$ cat src/common/tpw_pkg.sv
// ==========================================================
// shared constants and types of the pulse width timer
package tpw_pkg;

	// ==========================================================
	// register offsets (byte addresses)
	localparam logic [7:0] OFS_MODE_MEAS    = 8'h00;
	localparam logic [7:0] OFS_START        = 8'h04;
	localparam logic [7:0] OFS_STOP         = 8'h08;
	localparam logic [7:0] OFS_ENABLED      = 8'h0C;
	localparam logic [7:0] OFS_DATA         = 8'h10;
	localparam logic [7:0] OFS_STATUS       = 8'h14;
	localparam logic [7:0] OFS_COUNTER      = 8'h18;
	localparam logic [7:0] OFS_MODE_SLAVE   = 8'h1C;
	localparam logic [7:0] OFS_SLAVE_DATA   = 8'h20;
	localparam logic [7:0] OFS_SLAVE_COUNT  = 8'h24;
	localparam logic [7:0] OFS_OUT_LEVEL    = 8'h28;
	localparam logic [7:0] OFS_OUT_ENABLE   = 8'h2C;
	localparam logic [7:0] OFS_OUT_POLARITY = 8'h30;
	localparam logic [7:0] OFS_OUT_MODE     = 8'h34;
	localparam logic [7:0] OFS_PRESCALE     = 8'h38;

	// ==========================================================
	// field positions
	localparam int BIT_MEAS      = 0;
	localparam int BIT_SLAVE     = 1;
	localparam int BIT_OVERFLOW  = 0;
	localparam int PRESC_ZERO_LO = 0;
	localparam int PRESC_ONE_LO  = 4;

	// ==========================================================
	// encodings
	localparam logic [1:0] EDGE_LOW_WIDTH  = 2'b10;
	localparam logic [1:0] EDGE_HIGH_WIDTH = 2'b11;
	localparam logic [1:0] CKSEL_ZERO      = 2'b00;
	localparam logic [1:0] CKSEL_ONE       = 2'b10;
	localparam logic [2:0] MODE_ONE_COUNT  = 3'b100;
	localparam logic [2:0] TRIG_MASTER     = 3'b100;

	// ==========================================================
	// reset values and counter limits
	localparam logic [15:0] MODE_RST     = 16'h0000;
	localparam logic [15:0] WORD16_RST   = 16'h0000;
	localparam logic [7:0]  PRESCALE_RST = 8'h00;
	localparam logic [1:0]  BITS2_RST    = 2'b00;
	localparam logic [15:0] CNT_ZERO     = 16'h0000;
	localparam logic [15:0] CNT_FULL     = 16'hFFFF;
	localparam logic [15:0] CNT_ONE      = 16'h0001;

	// ==========================================================
	// channel mode register layout
	typedef struct packed {
		logic [1:0] clock_select_field;
		logic       rsv13;
		logic       count_clock_source_bit;
		logic       master_bit;
		logic [2:0] trigger_source_field;
		logic       edge_select_high_bit;
		logic       edge_select_low_bit;
		logic [1:0] rsv5_4;
		logic [2:0] operation_mode_field;
		logic       retrigger_bit;
	} tpw_mode_t;

	// measurement channel states
	typedef enum logic [1:0] {
		TPW_IDLE,
		TPW_WAIT_START,
		TPW_COUNTING
	} tpw_state_t;

endpackage : tpw_pkg

$ cat src/hdl/tpw_timer.sv
// Implementation choices: the register addresses and the APB interface to the registers.
`timescale 1ns/1ps
// What this block does
// - start bit enables channel, waits start edge
// - up counter from zero after start edge
// - capture edge copies count, raises done
// - overflow flag updated at every capture
// - counter stops at capture plus one, rearms
// - many wraps still give single overflow flag
// - edge select 10B low, 11B high width
// - start ignored while channel already enabled
// - pin sampled on selected operating clock tick
// - width equals period times overflow-extended count plus one
// - slave one-count mode, optional retrigger
// - trigger source 100B uses master done
// - clock select 00B zero, 10B one
// - output level bit drives pin level
// - output enable with output mode lets slave counting drive output 1
// - polarity bit inverts output when one
// - output mode bit selects slave output
module tpw_timer
	import tpw_pkg::*;
(
	input  wire logic        pclk,
	input  wire logic        presetn,
	input  wire logic        psel,
	input  wire logic        penable,
	input  wire logic        pwrite,
	input  wire logic [7:0]  paddr,
	input  wire logic [31:0] pwdata,
	input  wire logic [3:0]  pstrb,
	output logic      [31:0] prdata,
	output logic             pready,
	output logic             pslverr,
	input  wire logic        timer_input_pin,
	output logic      [1:0]  timer_output_pin,
	output logic      [1:0]  channel_done_irq
);
	// ==========================================================
	// apb decode
	logic        acc;
	logic        wr;
	logic        mapped;
	logic [15:0] wdata16;
	assign acc     = psel & penable;
	assign wr      = acc & pwrite;
	assign pready  = acc;
	assign pslverr = acc & ~mapped;
	// merge write data with byte strobes
	function automatic logic [15:0] merge16(input logic [15:0] old);
		logic [15:0] v;
		v = old;
		if (pstrb[0]) begin
			v[7:0] = pwdata[7:0];
		end
		if (pstrb[1]) begin
			v[15:8] = pwdata[15:8];
		end
		return v;
	endfunction : merge16
	// address map check
	always_comb begin
		case (paddr)
			OFS_MODE_MEAS, OFS_START, OFS_STOP, OFS_ENABLED, OFS_DATA,
			OFS_STATUS, OFS_COUNTER, OFS_MODE_SLAVE, OFS_SLAVE_DATA,
			OFS_SLAVE_COUNT, OFS_OUT_LEVEL, OFS_OUT_ENABLE,
			OFS_OUT_POLARITY, OFS_OUT_MODE, OFS_PRESCALE: mapped = 1'b1;
			default: mapped = 1'b0;
		endcase
	end
	// ==========================================================
	// software registers
	tpw_mode_t   mode_meas;
	tpw_mode_t   mode_slave;
	logic [15:0] slave_data;
	logic [1:0]  out_enable;
	logic [1:0]  out_polarity;
	logic [1:0]  out_mode;
	logic [7:0]  prescale;
	logic        wr_start;
	logic        wr_stop;
	assign wdata16  = pwdata[15:0];
	assign wr_start = wr & (paddr == OFS_START);
	assign wr_stop  = wr & (paddr == OFS_STOP);
	// configuration writes
	always_ff @(posedge pclk or negedge presetn) begin
		if (!presetn) begin
			mode_meas    <= MODE_RST;
			mode_slave   <= MODE_RST;
			slave_data   <= WORD16_RST;
			out_enable   <= BITS2_RST;
			out_polarity <= BITS2_RST;
			out_mode     <= BITS2_RST;
			prescale     <= PRESCALE_RST;
		end else if (wr) begin
			case (paddr)
				OFS_MODE_MEAS:    mode_meas    <= merge16(mode_meas);
				OFS_MODE_SLAVE:   mode_slave   <= merge16(mode_slave);
				OFS_SLAVE_DATA:   slave_data   <= merge16(slave_data);
				OFS_OUT_ENABLE:   out_enable   <= wdata16[1:0];
				OFS_OUT_POLARITY: out_polarity <= wdata16[1:0];
				OFS_OUT_MODE:     out_mode     <= wdata16[1:0];
				OFS_PRESCALE:     prescale     <= pwdata[7:0];
				default: ;
			endcase
		end
	end
	// ==========================================================
	// prescaler and operating clock ticks
	logic [15:0] presc_cnt;
	logic [15:0] mask_zero;
	logic [15:0] mask_one;
	logic        tick_zero;
	logic        tick_one;
	logic        tick_meas;
	logic        tick_slave;
	// free running divider chain
	always_ff @(posedge pclk or negedge presetn) begin
		if (!presetn) begin
			presc_cnt <= CNT_ZERO;
		end else begin
			presc_cnt <= presc_cnt + CNT_ONE;
		end
	end
	// divide by two to the selected power
	assign mask_zero = ~(CNT_FULL << prescale[PRESC_ZERO_LO +: 4]);
	assign mask_one  = ~(CNT_FULL << prescale[PRESC_ONE_LO +: 4]);
	assign tick_zero = (presc_cnt & mask_zero) == mask_zero;
	assign tick_one  = (presc_cnt & mask_one) == mask_one;
	assign tick_meas  = (mode_meas.clock_select_field == CKSEL_ONE) ? tick_one : tick_zero;
	assign tick_slave = (mode_slave.clock_select_field == CKSEL_ONE) ? tick_one : tick_zero;
	// ==========================================================
	// input pin synchroniser and sampling
	logic sync1;
	logic sync2;
	logic sync3;
	logic pin_level;
	logic pin_sample;
	logic rise;
	logic fall;
	logic start_edge;
	logic capture_edge;
	logic width_mode;
	// three stage synchroniser, level moves when stages two and three agree
	always_ff @(posedge pclk or negedge presetn) begin
		if (!presetn) begin
			sync1     <= 1'b0;
			sync2     <= 1'b0;
			sync3     <= 1'b0;
			pin_level <= 1'b0;
		end else begin
			sync1 <= timer_input_pin;
			sync2 <= sync1;
			sync3 <= sync2;
			if (sync2 == sync3) begin
				pin_level <= sync3;
			end
		end
	end
	always_ff @(posedge pclk or negedge presetn) begin
		if (!presetn) begin
			pin_sample <= 1'b0;
		end else if (tick_meas) begin
			pin_sample <= pin_level;
		end
	end
	assign rise       = tick_meas & pin_level & ~pin_sample;
	assign fall       = tick_meas & ~pin_level & pin_sample;
	assign width_mode = mode_meas.edge_select_high_bit;
	assign start_edge   = width_mode & (mode_meas.edge_select_low_bit ? rise : fall);
	assign capture_edge = width_mode & (mode_meas.edge_select_low_bit ? fall : rise);
	// ==========================================================
	// measurement channel
	tpw_state_t  state;
	logic [15:0] meas_counter;
	logic [15:0] meas_data;
	logic        meas_enabled;
	logic        overflow_flag;
	logic        overflow_pend;
	logic        meas_done;
	always_ff @(posedge pclk or negedge presetn) begin
		if (!presetn) begin
			meas_enabled <= 1'b0;
		end else if (wr_stop && pwdata[BIT_MEAS]) begin
			meas_enabled <= 1'b0;
		end else if (wr_start && pwdata[BIT_MEAS]) begin
			meas_enabled <= 1'b1;
		end
	end
	// sequence of wait, count and capture
	always_ff @(posedge pclk or negedge presetn) begin
		if (!presetn) begin
			state <= TPW_IDLE;
		end else if (wr_stop && pwdata[BIT_MEAS]) begin
			state <= TPW_IDLE;
		end else begin
			case (state)
				TPW_IDLE: begin
					if (wr_start && pwdata[BIT_MEAS] && !meas_enabled) begin
						state <= TPW_WAIT_START;
					end
				end
				TPW_WAIT_START: begin
					if (start_edge) begin
						state <= TPW_COUNTING;
					end
				end
				TPW_COUNTING: begin
					if (capture_edge) begin
						state <= TPW_WAIT_START;
					end
				end
				default: state <= TPW_IDLE;
			endcase
		end
	end
	// counter behaviour per state
	always_ff @(posedge pclk or negedge presetn) begin
		if (!presetn) begin
			meas_counter <= CNT_ZERO;
		end else if (state == TPW_WAIT_START && start_edge) begin
			meas_counter <= CNT_ZERO;
		end else if (state == TPW_COUNTING && tick_meas) begin
			// capture step leaves value plus one
			meas_counter <= meas_counter + CNT_ONE;
		end
	end

	always_ff @(posedge pclk or negedge presetn) begin
		if (!presetn) begin
			overflow_pend <= 1'b0;
		end else if (state == TPW_WAIT_START && start_edge) begin
			overflow_pend <= 1'b0;
		end else if (state == TPW_COUNTING && tick_meas && !capture_edge
			&& meas_counter == CNT_FULL) begin
			overflow_pend <= 1'b1;
		end
	end
	always_ff @(posedge pclk or negedge presetn) begin
		if (!presetn) begin
			meas_data <= CNT_ZERO;
		end else if (state == TPW_COUNTING && capture_edge) begin
			meas_data <= meas_counter;
		end
	end
	always_ff @(posedge pclk or negedge presetn) begin
		if (!presetn) begin
			overflow_flag <= 1'b0;
		end else if (state == TPW_COUNTING && capture_edge) begin
			overflow_flag <= overflow_pend;
		end
	end
	assign meas_done = (state == TPW_COUNTING) & capture_edge;
	// ==========================================================
	// slave one-count channel
	logic [15:0] slave_counter;
	logic        slave_enabled;
	logic        slave_run;
	logic        slave_trig;
	logic        slave_accept;
	logic        slave_end;
	logic        slave_one_count;
	assign slave_one_count = mode_slave.operation_mode_field == MODE_ONE_COUNT;
	assign slave_trig = slave_enabled & slave_one_count
		& ((mode_slave.trigger_source_field == TRIG_MASTER) ? meas_done
			: (wr_start & pwdata[BIT_SLAVE]));
	assign slave_accept = slave_trig & (~slave_run | mode_slave.retrigger_bit);
	assign slave_end    = slave_run & tick_slave & ~slave_accept
		& (slave_counter == CNT_ZERO);
	// slave enable flag
	always_ff @(posedge pclk or negedge presetn) begin
		if (!presetn) begin
			slave_enabled <= 1'b0;
		end else if (wr_stop && pwdata[BIT_SLAVE]) begin
			slave_enabled <= 1'b0;
		end else if (wr_start && pwdata[BIT_SLAVE]) begin
			slave_enabled <= 1'b1;
		end
	end

	// load, count down, stop past zero with full count loaded
	always_ff @(posedge pclk or negedge presetn) begin
		if (!presetn) begin
			slave_counter <= CNT_ZERO;
			slave_run     <= 1'b0;
		end else if (wr_stop && pwdata[BIT_SLAVE]) begin
			slave_run <= 1'b0;
		end else if (slave_accept) begin
			slave_counter <= slave_data;
			slave_run     <= 1'b1;
		end else if (slave_end) begin
			slave_counter <= CNT_FULL;
			slave_run     <= 1'b0;
		end else if (slave_run && tick_slave) begin
			slave_counter <= slave_counter - CNT_ONE;
		end
	end
	// ==========================================================
	// timer outputs
	logic [1:0] out_level;
	logic       slave_drive;
	assign slave_drive = out_enable[BIT_SLAVE] & out_mode[BIT_SLAVE];
	// output level register
	always_ff @(posedge pclk or negedge presetn) begin
		if (!presetn) begin
			out_level <= BITS2_RST;
		end else begin
			if (wr && paddr == OFS_OUT_LEVEL && !out_enable[BIT_MEAS]) begin
				out_level[BIT_MEAS] <= pwdata[BIT_MEAS];
			end
			if (slave_drive && slave_accept) begin
				out_level[BIT_SLAVE] <= 1'b1;
			end else if (slave_drive && slave_end) begin
				out_level[BIT_SLAVE] <= 1'b0;
			end else if (wr && paddr == OFS_OUT_LEVEL && !out_enable[BIT_SLAVE]) begin
				out_level[BIT_SLAVE] <= pwdata[BIT_SLAVE];
			end
		end
	end

	always_ff @(posedge pclk or negedge presetn) begin
		if (!presetn) begin
			timer_output_pin <= BITS2_RST;
		end else begin
			timer_output_pin <= out_level ^ out_polarity;
		end
	end
	// done pulses, registered
	always_ff @(posedge pclk or negedge presetn) begin
		if (!presetn) begin
			channel_done_irq <= BITS2_RST;
		end else begin
			channel_done_irq <= {slave_end, meas_done};
		end
	end
	// ==========================================================
	// read data, latched in the setup phase
	logic [15:0] rd16;
	always_comb begin
		case (paddr)
			OFS_MODE_MEAS:    rd16 = mode_meas;
			OFS_ENABLED:      rd16 = {14'h0000, slave_enabled, meas_enabled};
			OFS_DATA:         rd16 = meas_data;
			OFS_STATUS:       rd16 = {15'h0000, overflow_flag};
			OFS_COUNTER:      rd16 = meas_counter;
			OFS_MODE_SLAVE:   rd16 = mode_slave;
			OFS_SLAVE_DATA:   rd16 = slave_data;
			OFS_SLAVE_COUNT:  rd16 = slave_counter;
			OFS_OUT_LEVEL:    rd16 = {14'h0000, out_level};
			OFS_OUT_ENABLE:   rd16 = {14'h0000, out_enable};
			OFS_OUT_POLARITY: rd16 = {14'h0000, out_polarity};
			OFS_OUT_MODE:     rd16 = {14'h0000, out_mode};
			OFS_PRESCALE:     rd16 = {8'h00, prescale};
			default:          rd16 = 16'h0000;
		endcase
	end

	// read word captured at setup
	always_ff @(posedge pclk or negedge presetn) begin
		if (!presetn) begin
			prdata <= 32'h00000000;
		end else if (psel && !penable) begin
			prdata <= {16'h0000, rd16};
		end
	end

endmodule : tpw_timer

$ cat config.mk
export PLATFORM = sky130hd
export DESIGN_NAME = tpw_timer
export DESIGN_NICKNAME = d
export VERILOG_FILES = /design/src/common/tpw_pkg.sv /design/src/hdl/tpw_timer.sv
export SDC_FILE = /design/constraint.sdc
export NUM_CORES = 1
export LEC_CHECK = 0
export BUFFER_PORTS_ARGS = -buffer_cell sky130_fd_sc_hd__buf_4
export CORE_ASPECT_RATIO = 1.2
export CORE_UTILIZATION = 28
export DETAILED_ROUTE_END_ITERATION = 7
export MAX_ROUTING_LAYER = met4
export SETUP_SLACK_MARGIN = 0.3
export SLEW_MARGIN = 15
export SYNTH_ARGS = -nofsm -noshare
export SYNTH_HDL_FRONTEND = slang
export SYNTH_SLANG_ARGS = --single-unit
export TNS_END_PERCENT = 20
$ cat constraint.sdc
create_clock -name pclk -period 2.9 [get_ports pclk]
set_input_delay 0.58 -clock pclk [delete_from_list [all_inputs] [get_ports pclk]]
set_output_delay 0.58 -clock pclk [all_outputs]
set_load 0.005 [all_outputs]
==> results of run 1 <==
placed cells by master (no fill, tap or decap), types with 7 or more instances in the layout:
cell,count
a21oi_1,22
nand3_1,25
dfrtp_1,152
mux2i_1,18
buf_4,89
a221o_1,7
nand2b_1,7
clkbuf_16,17
dfrtp_2,7
nand4_1,28
o211a_1,9
conb_1,16
o21ai_0,46
xnor2_1,11
nor3_1,16
a22oi_1,13
xor2_1,19
a221oi_1,17
nand2_1,67
mux2_2,80
and3_1,18
inv_1,20
nor2_1,54
worst max path at each step:
stage	start	to	cells past startpoint	slack [ps]
4_1_cts	prescale[0]$_DFFE_PN0P_	slave_counter[11]$_DFFE_PN0P_	8	310
2_1_floorplan	paddr[7]	slave_counter[15]$_DFFE_PN0P_	10	340
5_1_grt	prescale[7]$_DFFE_PN0P_	slave_counter[10]$_DFFE_PN0P_	9	250
6_report	prescale[0]$_DFFE_PN0P_	slave_counter[12]$_DFFE_PN0P_	9	370
3_5_place_dp	paddr[1]	slave_counter[11]$_DFFE_PN0P_	8	90
3_3_place_gp	paddr[1]	slave_counter[11]$_DFFE_PN0P_	8	50
worst max-delay path: stages, from the launching register on:
cell      delay [ps]
dfrtp_2          480
o21bai_1         170
a21oi_1           90
o41ai_2          330
nand4_2          290
o22ai_4          240
a31oi_4          120
buf_4            200
or3_1            300
and3_1           180
state kept, by name, indices dropped and copies added (netlist names), 2 cells and up:
name / count
state: 2
out_enable: 2
prescale: 8
meas_counter: 16
presc_cnt: 15
slave_counter: 16
out_level: 2
meas_data: 16
out_mode: 2
prdata: 16
slave_data: 16
channel_done_irq: 2
mode_slave: 16
out_polarity: 2
mode_meas: 15
timer_output_pin: 2
power by group through the flow:
stage / clock (mW) / sequential (mW) / combinational, mW
floorplan: 0 / 2.43 / 0.384
global placement: 0 / 2.51 / 0.504
detailed placement: 0 / 2.51 / 0.514
CTS: 2.36 / 2.47 / 0.518
global route: 2.45 / 2.50 / 0.581
finish: 2.31 / 2.48 / 0.516
logic make-up (layout without fill, tap and decap cells):
family / Yosys count / in the layout / share of synthesized area
AO/OA/AOI/OAI: 156 / 156 / 0.137
XOR/XNOR: 30 / 30 / 0.0317
adder cells (fa/ha/maj): 5 / 5 / 0.00724
buffers and inverters: 79 / 147 / 0.0461
flip-flops: 159 / 159 / 0.479
multiplexers: 99 / 99 / 0.132
other: 1 / 16 / 0.000452
AND/OR/NAND/NOR: 262 / 262 / 0.167
final cells by class:
| cell class | instances | area (um2) |
|---|---|---|
| multi-input combinational | 568 | 4010 |
| fill | 2925 | 19000 |
| inverter | 20 | 75.1 |
| tap | 385 | 482 |
| clock inverter | 11 | 156 |
| sequential | 159 | 3990 |
| clock buffer | 21 | 450 |
| timing repair buffer | 95 | 747 |
metrics by stage:
| step | area [um2] | total power, mW | instances | setup WS, ps |
|---|---|---|---|---|
| final | 9910 | 5.31 | 1259 | 368 |
| after global routing | 9910 | 5.52 | 1259 | 252 |
| after CTS | 9840 | 5.35 | 1255 | 311 |
| after detailed placement | 9220 | 3.03 | 1221 | 92.0 |
| after global placement | 9220 | 3.02 | 1221 | 53.5 |
| after floorplan | 8360 | 2.82 | 806 | 338 |
per-layer routing:
metal	GRT usage	wire [um]	vias up
met1	0.195	10000	3160
met5	-	0	-
met2	0.252	10800	190
met4	0.0680	596	0
li1	-	-	3025
met3	0.0231	930	31
repair_timing:
| item | CTS | global route |
|---|---|---|
| setup endpoints to repair | 8 | 49 |
| hold buffers | 0 | 0 |
| buffers inserted | 2 | 3 |
| pin swaps | 1 | 5 |
| gates cloned | 0 | 1 |
| gates resized for setup | 0 | 11 |
==> flow_metrics.py, run 1 <==
metrics = {
    "global_route": {
        "grt_max_degree": 57,
        "grt_usage": 0.156,
        "grt_pass1_wl_mm": 35.8,
        "antenna_found_initial": 0,
        "grt_pass1_vias": 6354,
        "grt_overflow": 0,
    },
    "sta": {
        "fin_skew_ps": 5.66,
        "tightest_slew_ps": 834,
        "finalSetupViolCount": 0,
        "finalMaxSlewViolations": 0,
        "slew_headroom": 0.443,
        "hold_ws_ps": 106,
        "max_freq_mhz": 395,
        "period_needed_ps": 2530,
        "hold_viol_final": 0,
        "fin_crit_sh": 0.873,
        "finalSetupTns_ps": 0,
        "rsz0062_at_grt": "true",
    },
    "synthesis": {
        "yosys.area.top_type_share": 0.479,
        "async_flop_share": 1.00,
        "synth_area_leader_cell": "dfrtp_1",
        "synth.area.top_cells": "dfrtp_1 48%, mux2_2 11%, nand2_1 3.0%",
        "synth_most_common_cell": "dfrtp_1",
        "syn_area_mm2": 0.00830,
        "synth-warning-count": 0,
        "synth-main-ff-cell": "dfrtp_1",
        "netlist_top_cells_count": "159 x dfrtp_1, 80 x mux2_2, 67 x nand2_1",
        "synth_cells": 791,
        "ys_seq_elements": 159,
        "syn_area_per_cell_um2": 10.5,
        "netlist-cell-type-count": 74,
        "synth_edf_count": 0,
        "yosysSeqAreaShare": 0.479,
    },
    "die": {
        "io_pins": 88,
        "fp.dieH_um": 191,
        "row_count": 68,
        "dieWidth_um": 159,
        "initial_utilization": 0.287,
        "core_mm2": 0.0289,
        "dieArea_mm2": 0.0303,
    },
    "layout": {
        "final_layout_size_suffix_gt1_frac": 0.268,
        "nets": 915,
        "diodes": 0,
        "areaGrowthSynthToFinish_pct": 19.4,
        "fin_util": 0.342,
    },
    "place": {
        "hpwlAfterDp_mm": 16.3,
        "numPortBuffers": 53,
        "place.gp.congestion": 0.873,
    },
    "routing": {
        "drtPass1Iterations": 6,
        "ant_nets": 0,
        "viasPerCell": 5.09,
        "drt_iter0_drc": 558,
        "wire_per_inst_um": 17.7,
        "via_count": 6406,
        "drc": 0,
        "routed_wl_mm": 22.3,
    },
    "setup_path": {
        "required_ps": 3220,
        "timing.rr.end": "slave_counter[12]$_DFFE_PN0P_",
        "critPathCaptureType": "flip-flop",
        "rr_worst_depth": 9,
        "crit_path_max_fanout": 11,
        "worstPathArrival_ps": 2850,
        "rr_startpoint": "prescale[0]$_DFFE_PN0P_",
        "regToRegSetupSlack_ps": 370,
        "startpoint_type": "flip-flop",
        "crit_type": "reg -> reg",
    },
    "power": {
        "intPower_mw": 3.95,
        "ir_worst_vdd_mv": 0.463,
        "clockPowerShare": 0.435,
        "comb_power_share": 0.097,
        "cellPowerDensity_mw_per_mm2": 536,
        "switching_share": 0.256,
        "switching_power_mw": 1.36,
        "power_frac_seq": 0.467,
        "cellLeakagePower_nw": 4.54,
    },
    "cts": {
        "cts_root_buf": "clkbuf_16",
        "clockBufferDepth": 2,
        "clkSinkCount": 159,
        "htree_levels": 4,
        "cts_buffers": 17,
        "cts_tree": "done",
        "path_clk_slew_ps": 60,
        "clock_latency_ps": 430,
    },
    "flow_run": {
        "drv_cap": 0,
    },
    "min_path": {
        "hold_class": "in -> async",
    },
    "outcome": {
        "outcome": "finished, final reports clean",
    },
}
Power figures use the tool's default switching activity.
==> inputs of run 2 (changes only) <==
CORE_MARGIN = 4   (was default)
==> run 2 against run 1 <==
- global-route usage fell by 1.0 points
- critical path type unchanged
- count of clock-buffer cells in the layout up 1
- power decreased by 2.0%
- non-clock buffer count decreased by 4
- combinational power hardly changed
- routed wire length up 1.9%
- clock skew rose by 6.3 ps
- register-to-register slack gained 20 ps
- final area hardly changed
- critical endpoint is now slave_counter[4]$_DFFE_PN0P_
- utilization shrank 0.12 points
- worst hold slack worse by 55 ps
==> flow_metrics.py, run 2 (synthesized netlist as in run 1, its figures left out) <==
metrics = {
    "die": {
        "initial_utilization": 0.286,
        "row_count": 68,
        "dieWidth_um": 165,
        "core_mm2": 0.0290,
        "io_pins": 88,
        "dieArea_mm2": 0.0325,
        "fp.dieH_um": 197,
    },
    "cts": {
        "clock_latency_ps": 430,
        "cts_tree": "done",
        "cts_buffers": 17,
        "htree_levels": 4,
        "path_clk_slew_ps": 60,
        "clockBufferDepth": 2,
        "clkSinkCount": 159,
        "cts_hold_buf": 0,
        "cts_root_buf": "clkbuf_16",
    },
    "power": {
        "cellLeakagePower_nw": 4.53,
        "ir_worst_vdd_mv": 0.332,
        "cellPowerDensity_mw_per_mm2": 525,
    },
    "sta": {
        "slew_headroom": 0.565,
        "finalSetupTns_ps": 0,
        "finalSetupViolCount": 0,
        "max_freq_mhz": 398,
        "fin_skew_ps": 12.0,
        "period_needed_ps": 2510,
        "fin_ws_ps": 390,
        "fin_crit_sh": 0.866,
        "finalMaxSlewViolations": 0,
        "tightest_slew_ps": 636,
        "hold_viol_final": 0,
        "rsz0062_at_grt": "true",
        "hold_ws_ps": 51.6,
    },
    "setup_path": {
        "crit_type": "reg -> reg",
        "required_ps": 3220,
        "rr_worst_depth": 8,
        "crit_path_max_fanout": 8,
        "critPathCaptureType": "flip-flop",
        "regToRegSetupSlack_ps": 390,
        "rr_startpoint": "prescale[0]$_DFFE_PN0P_",
        "worstPathArrival_ps": 2830,
        "startpoint_type": "flip-flop",
        "crit_end": "slave_counter[4]$_DFFE_PN0P_",
        "critPathLaunch": "prescale[0]$_DFFE_PN0P_",
        "timing.rr.end": "slave_counter[4]$_DFFE_PN0P_",
    },
    "flow_run": {
        "drv_cap": 0,
    },
    "min_path": {
        "hold_class": "in -> async",
    },
    "place": {
        "place.gp.congestion": 0.862,
        "numPortBuffers": 53,
        "dpl_worst_slack_ps": 86.8,
        "hpwlAfterDp_mm": 16.5,
        "dp_cells": 1216,
    },
    "routing": {
        "drtPass1Iterations": 5,
        "wire_per_inst_um": 18.1,
        "drc": 0,
        "routed_wl_mm": 22.8,
        "viasPerCell": 5.14,
        "drt_iter0_drc": 410,
        "via_count": 6458,
        "ant_nets": 0,
    },
    "global_route": {
        "antenna_found_initial": 0,
        "grt_overflow": 0,
        "grt_pass1_vias": 6336,
        "grt_usage": 0.146,
        "grt_pass1_wl_mm": 35.7,
        "grt_max_degree": 82,
    },
    "layout": {
        "diodes": 0,
        "fillers": 2884,
        "layout_commonest_cell": "dfrtp_1",
        "final_cell_mix": "153 x dfrtp_1, 85 x buf_4, 80 x mux2_2",
        "final_cells": 1256,
        "final_layout_size_suffix_gt1_frac": 0.265,
        "areaGrowthSynthToFinish_pct": 19.3,
        "nets": 912,
    },
    "outcome": {
        "outcome": "finished, final reports clean",
    },
}
-- run 2: changes by cell type in the layout (fill, tap and decap cells not counted), sizes merged --
cell | previous run | this run
buf | 95 | 91
bufinv | 3 | 2
clkbuf | 21 | 22
clkinv | 3 | 6
clkinvlp | 3 | 2
inv | 22 | 20
or2 | 5 | 6
-- run 2: power by group --
| group | switching, mW | internal [mW] | total [mW] | leakage [nW] |
|---|---|---|---|---|
| combinational | 0.273 | 0.242 | 0.516 | 2.11 |
| clock | 0.896 | 1.31 | 2.20 | 0.280 |
| sequential | 0.166 | 2.32 | 2.48 | 2.14 |
-- run 2: how the worst min path moves through the flow --
stage                     slack [ps]                            end            start
final                             50                sync1$_DFF_PN0_          presetn
after global routing              70                sync1$_DFF_PN0_          presetn
after CTS                         50                sync1$_DFF_PN0_          presetn
after detailed placement         340                sync2$_DFF_PN0_  sync1$_DFF_PN0_
after global placement           330                sync2$_DFF_PN0_  sync1$_DFF_PN0_
after floorplan                  280  channel_done_irq[0]$_DFF_PN0_          presetn
-- run 2: layout make-up --
type	count	area (um2)	share of cell area
Sequential cell	159	3990	0.403
Clock buffer	22	464	0.0469
Clock inverter	10	113	0.0114
Tap cell	385	482	0.0486
Timing Repair Buffer	91	749	0.0757
Multi-Input combinational cell	569	4030	0.407
Inverter	20	75.1	0.00758
-- run 2: worst max-delay path: stages (launching register included) --
cell	delay, ps
dfrtp_2	480
o21bai_1	160
a21oi_1	90
o41ai_2	310
nand4_2	260
o22ai_4	270
a31oi_4	160
or2_2	430
o211a_1	230
-- run 2: per-stage QoR --
step | total power [mW] | instance area [um2] | util
4_1_cts | 5.25 | 9790 | 0.337
3_3_place_gp | 3.02 | 9190 | 0.317
3_5_place_dp | 3.03 | 9190 | 0.317
2_1_floorplan | 2.82 | 8360 | -
5_1_grt | 5.43 | 9900 | 0.341
6_report | 5.20 | 9900 | 0.341
-- run 2: layer usage --
metal	up-vias	share of wire	track usage
li1	3023	-	-
met1	3232	0.44	0.180
met5	-	0	-
met3	37	0.038	0.0289
met4	0	0.030	0.0567
met2	166	0.49	0.235
-- run 2: repair_timing --
item / in CTS / in global routing
cloned: 0 / 1
buffers inserted: 2 / 5
hold endpoints to repair: 0 / 0
pin swaps: 1 / 7
resized for setup: 1 / 10
endpoints found under the setup margin: 15 / 54
==> inputs of run 3 (changes only) <==
CORE_ASPECT_RATIO = 1.25   (was 1.2)
PLACE_DENSITY = 0.43   (was default)
==> run 3 against run 2 <==
- utilization increased by 0.76 points
- register-to-register slack hardly changed
- clock skew shrank 3.8 ps
- via count down 0.25%
- fmax grew 0.11%
- die area about the same
- sequential share of layout area shrank 1.2 points
- critical path depth is the same
- global-route usage increased by 1.1 points
- count of clock-buffer cells in the layout did not move
==> flow_metrics.py, run 3 (synthesized netlist as in run 1, its figures left out) <==
metrics = {
    "sta": {
        "finalMaxSlewViolations": 0,
        "fin_crit_sh": 0.865,
        "max_freq_mhz": 399,
        "rsz0062_at_grt": "true",
        "fin_skew_ps": 8.25,
        "tightest_slew_ps": 634,
        "finalSetupTns_ps": 0,
        "finalSetupViolCount": 0,
        "slew_headroom": 0.576,
        "hold_viol_final": 0,
        "period_needed_ps": 2510,
    },
    "die": {
        "initial_utilization": 0.284,
        "fp.dieH_um": 201,
        "row_count": 70,
        "core_mm2": 0.0293,
        "dieWidth_um": 162,
        "dieArea_mm2": 0.0325,
        "io_pins": 88,
    },
    "setup_path": {
        "regToRegSetupSlack_ps": 390,
        "critPathCaptureType": "flip-flop",
        "required_ps": 3220,
        "timing.rr.end": "slave_counter[6]$_DFFE_PN0P_",
        "worstPathArrival_ps": 2830,
        "rr_startpoint": "prescale[5]$_DFFE_PN0P_",
        "rr_worst_depth": 8,
        "crit_path_max_fanout": 13,
        "startpoint_type": "flip-flop",
        "crit_type": "reg -> reg",
    },
    "routing": {
        "drt_iter0_drc": 369,
        "ant_nets": 0,
        "viasPerCell": 4.97,
        "via_count": 6442,
        "drtPass1Iterations": 5,
        "wire_per_inst_um": 19.3,
        "routed_wl_mm": 25.0,
        "drc": 0,
    },
    "power": {
        "cellLeakagePower_nw": 4.69,
        "ir_worst_vdd_mv": 0.409,
        "totalPowerFinal_mw": 5.35,
        "cellPowerDensity_mw_per_mm2": 524,
    },
    "cts": {
        "cts_tree": "done",
        "clkSinkCount": 159,
        "clock_latency_ps": 430,
        "htree_levels": 4,
        "cts_buffers": 17,
        "cts_root_buf": "clkbuf_16",
        "cts_hold_buf": 0,
        "path_clk_slew_ps": 70,
        "clockBufferDepth": 2,
    },
    "place": {
        "place.gp.congestion": 0.813,
        "placed_area_mm2": 0.00934,
        "hpwlAfterDp_mm": 18.2,
        "dp_cells": 1245,
        "numPortBuffers": 53,
    },
    "min_path": {
        "hold_class": "in -> async",
    },
    "layout": {
        "final_cells": 1297,
        "diodes": 0,
        "final_area_mm2": 0.0102,
        "nets": 942,
        "areaGrowthSynthToFinish_pct": 23.0,
        "fin_util": 0.349,
        "final_layout_size_suffix_gt1_frac": 0.299,
        "final_cell_mix": "153 x dfrtp_1, 111 x buf_4, 80 x mux2_2",
        "layout_commonest_cell": "dfrtp_1",
    },
    "global_route": {
        "antenna_found_initial": 0,
        "grt_max_degree": 49,
        "grt_usage": 0.157,
        "grt_overflow": 0,
        "grt_pass1_vias": 6489,
        "grt_pass1_wl_mm": 38.6,
    },
    "flow_run": {
        "drv_cap": 0,
    },
    "outcome": {
        "outcome": "finished, final reports clean",
    },
}
[run 3: cell types whose count changed in the layout (fill, tap and decap cells not counted), sizes merged]
cell      previous run  this run
clkinvlp             2         3
inv                 20        23
buf                 91       120
clkinv               6         2
clkbuf              22        24
or2                  6         5
[run 3: metal layers]
metal	global-route usage	up-vias	part of all wire
met5	-	-	0
met4	0.0414	0	0.012
met3	0.0224	17	0.019
met2	0.262	94	0.51
met1	0.201	3265	0.46
li1	-	3066	-
[run 3: power breakdown]
part           internal (mW)  switching [mW]
logic                  0.255           0.279
clock network           1.35           0.978
registers               2.32           0.173
[run 3: timing repair]
item	in CTS	in global routing
gates cloned	0	2
hold endpoints to repair	0	0
setup buffers	7	11
setup endpoints to repair	49	51
resized for setup	8	13
pin swaps	3	12
[run 3: worst max-delay path: stages (launching register included)]
cell,delay (ps)
dfrtp_2,480
nor4b_2,270
nor4b_1,90
nor3_2,310
nand3_2,150
o22ai_4,270
a31oi_4,170
or2_4,360
o221a_2,280
[run 3: how the worst max path moves through the flow]
| stage | start | end | cells after the start | slack, ps |
|---|---|---|---|---|
| after floorplan | paddr[7] | slave_counter[15]$_DFFE_PN0P_ | 10 | 340 |
| after global placement | paddr[5] | slave_counter[11]$_DFFE_PN0P_ | 8 | 7 |
| after detailed placement | paddr[5] | slave_counter[11]$_DFFE_PN0P_ | 8 | 6 |
| after CTS | prescale[2]$_DFFE_PN0P_ | state[1]$_DFFE_PN0P_ | 11 | 280 |
| after global routing | prescale[2]$_DFFE_PN0P_ | state[1]$_DFFE_PN0P_ | 12 | 260 |
| final | prescale[5]$_DFFE_PN0P_ | slave_counter[6]$_DFFE_PN0P_ | 8 | 390 |
[run 3: layout make-up]
| type | instances | area, um2 |
|---|---|---|
| fillers | 3001 | 19000 |
| multi-input cells | 568 | 4040 |
| flip-flops and latches | 159 | 3990 |
| repair buffers | 122 | 1010 |
| well taps | 396 | 495 |
| clock buffers | 22 | 474 |
| clock inverters | 10 | 126 |
| inverters | 20 | 75.1 |
[run 3: metrics by stage]
stage               setup WS (ps)  hold slack [ps]
global route                  255              116
floorplan                     338              284
detailed placement           5.74              336
finish                        393             82.5
global placement             6.92              333
CTS                           283             97.2
